## src/rseq_consts.vh

```
/*
 constants for the rail enable sequencing logic: register offsets, reset values,
 field positions, pin-select codes and delay figures.
 assumes it is included by bare name from the design files.
*/
`ifndef RSEQ_CONSTS_VH
`define RSEQ_CONSTS_VH

// register offsets
`define RSEQ_ADDR_MASK_A        8'h10
`define RSEQ_ADDR_SEL_MASK_B    8'h11
`define RSEQ_ADDR_DELAYS        8'h12
`define RSEQ_ADDR_R5_MASK_A     8'h13

// reset values (one-time-programmable defaults)
`define RSEQ_RST_MASK_A         8'h00
`define RSEQ_RST_SEL_MASK_B     8'h80
`define RSEQ_RST_DELAYS         8'h00
`define RSEQ_RST_R5_MASK_A      8'h00

// field positions
`define RSEQ_SEL_MSB            4
`define RSEQ_SEL_LSB            2
`define RSEQ_MASKB_MSB          1
`define RSEQ_MASKB_LSB          0
`define RSEQ_MASKA_MSB          7
`define RSEQ_FALL_MSB           5
`define RSEQ_FALL_LSB           3
`define RSEQ_RISE_MSB           2
`define RSEQ_RISE_LSB           0

// pin-select codes
`define RSEQ_SEL_CONTROL_INPUT_1           3'h0
`define RSEQ_SEL_CONTROL_INPUT_2           3'h1
`define RSEQ_SEL_CONTROL_INPUT_5           3'h2
`define RSEQ_SEL_CONTROL_INPUT_4           3'h3
`define RSEQ_SEL_CONTROL_INPUT_3           3'h4
`define RSEQ_SEL_CONTROL_INPUT_4_ALT       3'h5
`define RSEQ_SEL_CONTROL_INPUT_6           3'h6
`define RSEQ_SEL_FORCE          3'h7

// delay figures in ms per code
`define RSEQ_DLY_C0             7'h00
`define RSEQ_DLY_C1             7'h02
`define RSEQ_DLY_C2             7'h04
`define RSEQ_DLY_C3             7'h08
`define RSEQ_DLY_C4             7'h10
`define RSEQ_DLY_C5             7'h18
`define RSEQ_DLY_C6             7'h20
`define RSEQ_DLY_C7             7'h40

// timing
`define RSEQ_CLK_NS             25
`define RSEQ_MS_NS              1000000
`define RSEQ_MS_CYCLES          16'd40000

// input counts
`define RSEQ_NUM_PG             10
`define RSEQ_NUM_SYNC           16

`endif

```

## src/rseq_edge_delay.v

```verilog
/*
 programmable rising/falling edge delay for one enable signal.
 assumes req is already synchronous to core_clk.
*/
`timescale 1ns/10ps
`default_nettype none
`include "rseq_consts.vh"

module rseq_edge_delay #(
	parameter [15:0] MS_CYCLES = 16'd40000
) (
	input  wire       core_clk,
	input  wire       resetn,
	input  wire       req,
	input  wire [2:0] rise_code,
	input  wire [2:0] fall_code,
	output wire       en,
	output wire       pending
);

	reg  [15:0] div_q;
	reg  [6:0]  ms_q;
	reg         en_q;
	wire [6:0]  target;
	wire        tick;

	// code to delay in ms, shared by both edges
	function [6:0] delay_ms;
		input [2:0] code;
		begin
			case (code)
				3'h0: delay_ms = `RSEQ_DLY_C0;
				3'h1: delay_ms = `RSEQ_DLY_C1;
				3'h2: delay_ms = `RSEQ_DLY_C2;
				3'h3: delay_ms = `RSEQ_DLY_C3;
				3'h4: delay_ms = `RSEQ_DLY_C4;
				3'h5: delay_ms = `RSEQ_DLY_C5;
				3'h6: delay_ms = `RSEQ_DLY_C6;
				default: delay_ms = `RSEQ_DLY_C7;
			endcase
		end
	endfunction

	assign target  = req ? delay_ms(rise_code) : delay_ms(fall_code);
	assign pending = (req != en_q);
	assign tick    = (div_q == (MS_CYCLES - 16'd1));
	assign en      = en_q;

	// ms divider restarts with each pending edge, so the delay is exact
	always @(posedge core_clk or negedge resetn) begin
		if (!resetn) begin
			div_q <= 16'h0000;
			ms_q  <= 7'h00;
			en_q  <= 1'b0;
		end else if (!pending) begin
			div_q <= 16'h0000;
			ms_q  <= 7'h00;
		end else if ((target == 7'h00) || (tick && ((ms_q + 7'h01) == target))) begin
			en_q  <= req; // nominal delay, inside the tolerance band
			div_q <= 16'h0000;
			ms_q  <= 7'h00;
		end else if (tick) begin
			div_q <= 16'h0000;
			ms_q  <= ms_q + 7'h01;
		end else begin
			div_q <= div_q + 16'h0001;
		end
	end

endmodule // rseq_edge_delay
`default_nettype wire

```

## src/rseq_top.v

```verilog
/*
 enable qualification for the target switching rail: input select, power-good
 masking, edge delays and the configuration registers behind them.
 assumes a simple synchronous register port from the serial interface logic,
 and control and power-good inputs that are asynchronous to core_clk.
*/
`timescale 1ns/10ps
`default_nettype none
`include "rseq_consts.vh"

module rseq_top #(
	parameter [15:0] MS_CYCLES = `RSEQ_MS_CYCLES
) (
	input  wire       core_clk,
	input  wire       resetn,
	input  wire [7:0] reg_addr,
	input  wire [7:0] reg_wdata,
	input  wire       reg_wr_en,
	input  wire       reg_rd_en,
	output reg  [7:0] reg_rdata,
	output reg        reg_rvalid,
	input  wire       control_input_1,
	input  wire       control_input_2,
	input  wire       control_input_3,
	input  wire       control_input_4,
	input  wire       control_input_5,
	input  wire       control_input_6,
	input  wire [9:0] power_good_flag,
	output wire       target_switching_rail_enable,
	output wire       enable_delay_pending,
	output wire       enable_request,
	output wire [7:0] rail5_mask_a_out
);

	// configuration registers
	reg  [7:0] rail4_power_good_mask_a_q;
	reg  [7:0] rail4_pin_select_and_mask_b_q;
	reg  [7:0] rail4_edge_delays_q;
	reg  [7:0] rail5_power_good_mask_a_q;

	// synchroniser chains and filtered values
	reg  [`RSEQ_NUM_SYNC-1:0] sync1_q;
	reg  [`RSEQ_NUM_SYNC-1:0] sync2_q;
	reg  [`RSEQ_NUM_SYNC-1:0] sync3_q;
	reg  [`RSEQ_NUM_SYNC-1:0] filt_q;
	wire [`RSEQ_NUM_SYNC-1:0] raw_in;

	wire [5:0] ctl_clean;
	wire [9:0] pg_clean;
	wire [9:0] pg_mask;
	wire [9:0] pg_ok;
	wire [2:0] rail4_enable_input_select;
	wire [2:0] rail4_turnoff_delay;
	wire [2:0] rail4_turnon_delay;
	wire       rail4_mask_combined_switch_b2;
	wire       rail4_mask_switch_b1;
	wire       rail4_mask_linear_a3;
	wire       ctl_selected;
	wire       all_good;
	reg        enable_req_q;

	// address decode shared by write and read paths
	function [1:0] reg_index;
		input [7:0] addr;
		begin
			case (addr)
				`RSEQ_ADDR_MASK_A:     reg_index = 2'h0;
				`RSEQ_ADDR_SEL_MASK_B: reg_index = 2'h1;
				`RSEQ_ADDR_DELAYS:     reg_index = 2'h2;
				default:               reg_index = 2'h3;
			endcase
		end
	endfunction

	function addr_hit;
		input [7:0] addr;
		begin
			addr_hit = (addr == `RSEQ_ADDR_MASK_A) || (addr == `RSEQ_ADDR_SEL_MASK_B) ||
				(addr == `RSEQ_ADDR_DELAYS) || (addr == `RSEQ_ADDR_R5_MASK_A);
		end
	endfunction

	// register writes; unmapped offsets are ignored
	// a read in the same cycle as a write returns the old value
	always @(posedge core_clk or negedge resetn) begin
		if (!resetn) begin
			rail4_power_good_mask_a_q     <= `RSEQ_RST_MASK_A;
			rail4_pin_select_and_mask_b_q <= `RSEQ_RST_SEL_MASK_B;
			rail4_edge_delays_q           <= `RSEQ_RST_DELAYS;
			rail5_power_good_mask_a_q     <= `RSEQ_RST_R5_MASK_A;
		end else if (reg_wr_en && addr_hit(reg_addr)) begin
			case (reg_index(reg_addr))
				2'h0: rail4_power_good_mask_a_q <= reg_wdata;
				2'h1: rail4_pin_select_and_mask_b_q <= reg_wdata;
				2'h2: rail4_edge_delays_q <= reg_wdata;
				default: rail5_power_good_mask_a_q <= reg_wdata;
			endcase
		end
	end

	// register reads, one cycle latency; unmapped reads return zero
	always @(posedge core_clk or negedge resetn) begin
		if (!resetn) begin
			reg_rdata  <= 8'h00;
			reg_rvalid <= 1'b0;
		end else begin
			reg_rvalid <= reg_rd_en;
			if (reg_rd_en) begin
				if (!addr_hit(reg_addr)) begin
					reg_rdata <= 8'h00;
				end else begin
					case (reg_index(reg_addr))
						2'h0: reg_rdata <= rail4_power_good_mask_a_q;
						2'h1: reg_rdata <= rail4_pin_select_and_mask_b_q;
						2'h2: reg_rdata <= rail4_edge_delays_q;
						default: reg_rdata <= rail5_power_good_mask_a_q;
					endcase
				end
			end
		end
	end

	// field views
	assign rail4_enable_input_select     = rail4_pin_select_and_mask_b_q[`RSEQ_SEL_MSB:`RSEQ_SEL_LSB];
	assign rail4_mask_combined_switch_b2 = rail4_pin_select_and_mask_b_q[`RSEQ_MASKB_MSB];
	assign rail4_mask_switch_b1          = rail4_pin_select_and_mask_b_q[`RSEQ_MASKB_LSB];
	assign rail4_mask_linear_a3          = rail4_power_good_mask_a_q[`RSEQ_MASKA_MSB];
	assign rail4_turnoff_delay           = rail4_edge_delays_q[`RSEQ_FALL_MSB:`RSEQ_FALL_LSB];
	assign rail4_turnon_delay            = rail4_edge_delays_q[`RSEQ_RISE_MSB:`RSEQ_RISE_LSB];

	// asynchronous inputs: three flops, accept when stages two and three agree
	assign raw_in = {power_good_flag, control_input_6, control_input_5, control_input_4,
		control_input_3, control_input_2, control_input_1};

	// pins and power-good share one chain so both see the same latency
	genvar gi;
	generate
		for (gi = 0; gi < `RSEQ_NUM_SYNC; gi = gi + 1) begin : g_sync
			always @(posedge core_clk or negedge resetn) begin
				if (!resetn) begin
					sync1_q[gi] <= 1'b0;
					sync2_q[gi] <= 1'b0;
					sync3_q[gi] <= 1'b0;
					filt_q[gi]  <= 1'b0;
				end else begin
					sync1_q[gi] <= raw_in[gi];
					sync2_q[gi] <= sync1_q[gi];
					sync3_q[gi] <= sync2_q[gi];
					if (sync2_q[gi] == sync3_q[gi]) begin
						filt_q[gi] <= sync3_q[gi];
					end
				end
			end
		end
	endgenerate

	assign ctl_clean = filt_q[5:0];
	assign pg_clean  = filt_q[`RSEQ_NUM_SYNC-1:6];

	// control input multiplexer
	function ctl_mux;
		input [2:0] sel;
		input [5:0] ctl;
		begin
			case (sel)
				`RSEQ_SEL_CONTROL_INPUT_1:     ctl_mux = ctl[0];
				`RSEQ_SEL_CONTROL_INPUT_2:     ctl_mux = ctl[1];
				`RSEQ_SEL_CONTROL_INPUT_5:     ctl_mux = ctl[4];
				`RSEQ_SEL_CONTROL_INPUT_4:     ctl_mux = ctl[3];
				`RSEQ_SEL_CONTROL_INPUT_3:     ctl_mux = ctl[2];
				`RSEQ_SEL_CONTROL_INPUT_4_ALT: ctl_mux = ctl[3];
				`RSEQ_SEL_CONTROL_INPUT_6:     ctl_mux = ctl[5];
				default:            ctl_mux = 1'b1;
			endcase
		end
	endfunction

	assign ctl_selected = ctl_mux(rail4_enable_input_select, ctl_clean);

	// power-good masking: a set mask bit removes that rail from the decision
	assign pg_mask = {rail4_mask_combined_switch_b2,
		rail4_mask_switch_b1,
		rail4_mask_linear_a3,
		rail4_power_good_mask_a_q[6:0]};
	assign pg_ok    = pg_clean | pg_mask;
	assign all_good = &pg_ok;

	// registered enable request feeds the edge delay
	// the register keeps mux and mask settling out of the delay counter
	always @(posedge core_clk or negedge resetn) begin
		if (!resetn) begin
			enable_req_q <= 1'b0;
		end else begin
			enable_req_q <= ctl_selected & all_good;
		end
	end

	rseq_edge_delay #(
		.MS_CYCLES (MS_CYCLES)
	) u_delay (
		.core_clk  (core_clk),
		.resetn    (resetn),
		.req       (enable_req_q),
		.rise_code (rail4_turnon_delay),
		.fall_code (rail4_turnoff_delay),
		.en        (target_switching_rail_enable),
		.pending   (enable_delay_pending)
	);

	assign enable_request   = enable_req_q;
	assign rail5_mask_a_out = rail5_power_good_mask_a_q;

endmodule // rseq_top
`default_nettype wire

```

## config.mk

```make
export PLATFORM = sky130hd
export DESIGN_NAME = rseq_top
export DESIGN_NICKNAME = d
export VERILOG_FILES = /design/src/rseq_edge_delay.v /design/src/rseq_top.v
export VERILOG_INCLUDE_DIRS = /design/src
export SDC_FILE = /design/constraint.sdc
export NUM_CORES = 1
export LEC_CHECK = 0
export BUFFER_PORTS_ARGS = -buffer_cell sky130_fd_sc_hd__buf_2
export CORE_UTILIZATION = 45
export DETAILED_ROUTE_END_ITERATION = 7
export HOLD_SLACK_MARGIN = 0.08
export SLEW_MARGIN = 20
export SYNTH_ARGS = -nofsm -noshare
export SYNTH_HDL_FRONTEND = slang
export SYNTH_SLANG_ARGS = --single-unit
```

## constraint.sdc

```tcl
create_clock -name core_clk -period 2.8 [get_ports core_clk]
set_input_delay 0.14 -clock core_clk [delete_from_list [all_inputs] [get_ports core_clk]]
set_output_delay 0.14 -clock core_clk [all_outputs]
set_load 0.05 [all_outputs]
```

After elaboration in Yosys (flattened, before gate mapping)

Index checks and enable logic that the tools add are counted.

Bits in registers: 130
Input bits: 36
Output and inout bits: 20
Logic and storage cells: 161

Add/sub/neg operators: 2
Eq/ne operators: 46
Muxes and demuxes: 16
Bitwise logic cells: 3
Reductions and logical operators: 20

Operator list:

| operator                | number |
|---|---|
| $pmux W7 S7             | 2 |
| $mux W16                | 3 |
| $eq A8 B5 Y1 const B    | 4 |
| $mux W7                 | 4 |
| $eq A3 B3 Y1 const B    | 9 |
| $pmux W8 S3             | 1 |
| $eq A3 B2 Y1 const B    | 6 |
| $add A16 B1 Y16 const B | 1 |
| $eq A1 B1 Y1            | 16 |
| $eq A16 B16 Y1 const B  | 1 |
| $or A10 B10 Y10         | 1 |
| $reduce_and A10 Y1      | 1 |
| $reduce_and A2 Y1       | 5 |
| $eq A3 B1 Y1 const B    | 3 |
| $logic_not A3 Y1        | 3 |
| $mux W8                 | 1 |
| $add A7 B1 Y7 const B   | 1 |
| $eq A7 B7 Y1            | 1 |
| $logic_not A7 Y1        | 1 |
| $mux W2                 | 3 |
| $pmux W1 S6             | 1 |
| $pmux W2 S3             | 1 |
| $eq A2 B1 Y1 const B    | 2 |
| $eq A2 B2 Y1 const B    | 2 |
| 9 further kinds         | 14 |

Longest topological paths before layout

Depth in word-level cells: 10
Mapped depth: 8

Cells and area by module

Synthesis repeated with hierarchy kept, for this count alone.

Cell total of the unflattened synthesis: 378
Area, all modules: 5,351.4 sq um

Modules (own cells, without submodules):

| module          | instances | cells an instance | area each (sq um) |
|---|---|---|---|
| rseq_top        | 1         | 207               | 3,778.6 |
| rseq_edge_delay | 1         | 171               | 1,572.8 |

Least setup slack after synthesis

No wires, ideal clock.

Path type: register to register
Start: register u_delay.ms_q[0]
End: register u_delay.ms_q[1]
Arrival: 2.113 ns
Data required time: 2.677 ns
Path slack: 0.564 ns
Cell stages (with the launch flop): 9
Buffers on the path: 0
Clock period less this slack: 2.236 ns
Cells stage by stage: dfrtp_1 > ha_1 > xnor2_1 > or4b_4 > o211ai_2 > o211ai_2 > a311o_1 > o21bai_4 > nor2_1

Word-level cells in the longest chain between the ends: 6
Elaborated cells on any way between the ends: 8
Classes of those cells: add/sub (1); eq/ne (2); mux (3); reduce/logical (2)

Ends and longest elaborated chain:

| item                     | line                                       | source |
|---|---|---|
| start: declaration       | rseq_edge_delay.v:22                       | `reg [6:0] ms_q;` |
| start signal: assignment | rseq_edge_delay.v:64                       | `ms_q <= ms_q + 7'h01;` |
| $add A7 B1 Y7 (*)        | rseq_edge_delay.v:58, rseq_edge_delay.v:64 |  |
| $eq A7 B7 Y1             | rseq_edge_delay.v:58                       | `end else if ((target == 7'h00) \|\| (tick && ((ms_q + 7'h01) == target))) begin` |
| $logic_and A1 B1 Y1      | rseq_edge_delay.v:58                       |  |
| $logic_or A1 B1 Y1       | rseq_edge_delay.v:58                       |  |
| $mux W7                  | rseq_edge_delay.v:58                       |  |
| $mux W7                  | rseq_edge_delay.v:55                       | `end else if (!pending) begin` |

Mark *: on every way between the ends. The rest lies on a longest branch, timed or not. The select of a mux whose other input is x is not followed.
A chain may end at the register's enable or synchronous reset.

Worst setup path after layout

Start: register u_delay.ms_q[0]
End: register u_delay.ms_q[2]

Same word-level chain as after synthesis.

==> flow_metrics.py <==
metrics = {
    "power": {
        "p_clk_share_pct": 46.4,
        "p_total_mw": 4.17,
        "p_leak_nw": 2.88,
        "p_int_mw": 3.22,
        "p_comb_share_pct": 5.3,
        "swShare_pct": 22.8,
        "p_per_area_mw_per_mm2": 646,
        "pwr-share-seq_pct": 48.3,
        "p_sw_uw": 953,
        "vdd_drop_max_mv": 0.441,
    },
    "timing": {
        "timing.final.crit_share_pct": 87.2,
        "final.min_clock_period_ps": 2440,
        "clock_skew_ps": 5.73,
        "slew_violations": 0,
        "rsz0062_at_grt": "no",
        "whs_ps": 237,
        "max_slew_margin_pct": 39.1,
        "fmax_mhz": 410,
        "setup-tns-final_ps": 0,
        "setup_viol": 0,
        "worstMarginPinSlew_ps": 913,
        "final-hold-violation-count": 0,
    },
    "synth": {
        "synth_flop_cell": "dfrtp_1",
        "synth_async_sr_flop_share_pct": 100,
        "synth_nets": 455,
        "synth_top_family_by_area": "simple AND/OR/NAND/NOR gates",
        "synth_xor_area_share_pct": 5.49,
        "synth_mux_area_share_pct": 9.11,
        "yosysTopAreaCellShare_pct": 61.4,
        "netlist_instances": 417,
        "seq_area_frac_synth_pct": 61.9,
        "netlist_area_mm2": 0.00526,
        "synth-compound-area-share_pct": 6.87,
        "netlist_top_cells_area": "dfrtp_1 61%, mux2_2 7.1%, xor2_1 3.3%, nor2_1 3.1%, maj3_1 3.0%",
        "ys_warn_count": 0,
        "synth_seq_cells": 130,
        "synthAdderAreaFrac_pct": 3.52,
        "ys_types": 49,
        "syn_area_per_cell_um2": 12.6,
        "synth_area_leader_cell": "dfrtp_1",
        "synth-simple-area-share_pct": 10.8,
        "synth_edf_count": 0,
    },
    "routing": {
        "drt-initial-drc-count": 165,
        "routed.top_layer": "met4",
        "drcViolationCount": 0,
        "wirelength_um": 9250,
        "first_pass_iters": 7,
        "m1WireLength_um": 4570,
        "routedWlPerCell_um": 14.1,
        "vias": 3285,
        "met3_wirelength_um": 289,
        "dr_wl_met2_um": 4210,
        "vias_per_cell": 5.01,
        "postRouteAntennaNets": 0,
    },
    "layout": {
        "final_nets": 539,
        "layout_common_cells": "129 x dfrtp_1, 54 x buf_2, 44 x nor2_1",
        "antenna_cells": 0,
        "syn_to_final_growth_pct": 22.8,
        "final_util_pct": 56.6,
        "layout-drive-gt1-share_pct": 26.1,
        "layout_commonest_cell": "dfrtp_1",
    },
    "setup_path": {
        "cp_data_arrival_time_ps": 2730,
        "worstPathRequired_ps": 3090,
        "crit_type": "flip-flop to flip-flop",
        "start_kind": "flip-flop",
        "worst-path-max-fanout": 7,
        "endpoint_kind": "flip-flop",
    },
    "clock_network": {
        "cts_root_buf": "clkbuf_16",
        "cts_resized": 0,
        "cts_buffers": 17,
        "clock_latency_ps": 410,
        "cts_max_level": 4,
        "cts_tree": "yes",
        "clkSinkCount": 130,
        "clkSlewWorstSetupHoldPaths_ps": 60,
        "clockBufferDepth": 2,
    },
    "placed_design": {
        "port_buffers": 55,
        "globalplace.congestion": 0.796,
        "dp_hpwl_um": 6140,
    },
    "job": {
        "maxCapViolCount": 0,
    },
    "run_status": {
        "status": "finished clean",
    },
    "global_route": {
        "antenna_found_initial": 0,
        "grt_pass1_wl_um": 15300,
        "grt_overflow": 0,
        "track_usage_pct": 17.1,
        "grt_pass1_vias": 3194,
        "grt_max_degree": 72,
    },
    "worst_hold_path": {
        "hold_path.class": "input port to flip-flop",
    },
    "floorplanning": {
        "start_util_pct": 46.1,
        "fp.coreArea_mm2": 0.0114,
        "rows": 39,
        "ioPinCount": 56,
        "die-area_mm2": 0.0121,
        "fp.dieW_um": 110,
        "die_y_um": 110,
    },
}
-- synth_stat cells, types with 4 or more instances --
library cell	number
nor2b_1	8
a21oi_1	8
o21ai_0	16
nor2_1	44
a211oi_1	6
nand3_1	10
maj3_1	16
xor2_1	20
inv_1	13
o211ai_1	6
mux2i_1	4
clkbuf_1	13
nand2_1	13
nor3_1	7
xnor2_1	13
or3_1	5
o22ai_1	5
mux2_2	33
dfrtp_1	129
nand4_1	8
-- through the flow --
stage          cells  setup slack [ps]  area, um^2
4_1_cts          656               356        6460
5_1_grt          656               160        6460
2_1_floorplan    417               564        5260
3_5_place_dp     599               374        5670
3_3_place_gp     599               443        5670
6_report         656               359        6460
-- layer usage --
layer,vias up,GRT usage (%)
met5,-,0
met4,0,9.30
met3,14,4.59
met2,63,25.3
met1,1587,23.1
li1,1621,-
-- power groups by stage --
| stage | clock network, mW | logic (mW) | registers [mW] |
|---|---|---|---|
| floorplan | 0 | 0.0943 | 2.05 |
| global placement | 0 | 0.195 | 2.05 |
| detailed placement | 0 | 0.199 | 2.05 |
| CTS | 2.00 | 0.228 | 2.02 |
| global route | 2.08 | 0.249 | 2.03 |
| finish | 1.94 | 0.222 | 2.01 |
-- cell families after synthesis --
family                   Yosys count
AND/OR/NAND/NOR                  112
buffers and inverters             31
AO/OA/AOI/OAI                     53
adder cells (fa/ha/maj)           18
flip-flops                       130
multiplexers                      40
XOR/XNOR                          33
-- sequential cells by signal, indices dropped and copies added, names as in the netlist --
signal,count
sync1_q,16
rail4_power_good_mask_a_q,8
u_delay.div_q,16
enable_request,1
reg_rdata,8
rail4_pin_select_and_mask_b_q,8
ctl_clean,6
reg_rvalid,1
rail5_mask_a_out,8
filt_q,10
sync3_q,16
u_delay.ms_q,7
sync2_q,16
u_delay.en,1
rail4_edge_delays_q,8
-- final cells by class --
cell class	count	area (um^2)
clock buffer	20	447
clock inverter	11	83.8
fill	988	4960
inverter	13	48.8
multi-input combinational	256	1880
sequential	130	3250
tap	143	179
timing repair buffer	83	566
-- worst max-delay path, cell delays in order, from the launching register on --
cell	delay, ps
dfrtp_1	460
ha_1	330
nand3_1	160
nor2_1	210
xor2_1	110
or3_1	360
a311o_1	420
o21bai_4	210
nor2_1	70
-- what timing repair did --
action / in CTS / in global routing
buffers inserted: 0 / 0
endpoints found under the hold margin: 118 / 0
hold buffers: 26 / 0
-- worst paths after layout --
path,from,endpoint,slack (ps),depth (start not counted)
max in group asynchronous,resetn,sync3_q[11]$_DFF_PN0_,1590,3
setup reg to reg,u_delay.ms_q[0]$_DFFE_PN0P_,u_delay.ms_q[2]$_DFFE_PN0P_,360,8
setup / recovery,u_delay.ms_q[0]$_DFFE_PN0P_,u_delay.ms_q[2]$_DFFE_PN0P_,360,8
hold reg to reg,sync1_q[0]$_DFF_PN0_,sync2_q[0]$_DFF_PN0_,340,0
min in group asynchronous,resetn,u_delay.ms_q[5]$_DFFE_PN0P_,370,2
hold / removal,reg_addr[5],reg_rdata[6]$_DFFE_PN0P_,240,4
Note: power is estimated with default switching activity, not from simulation.
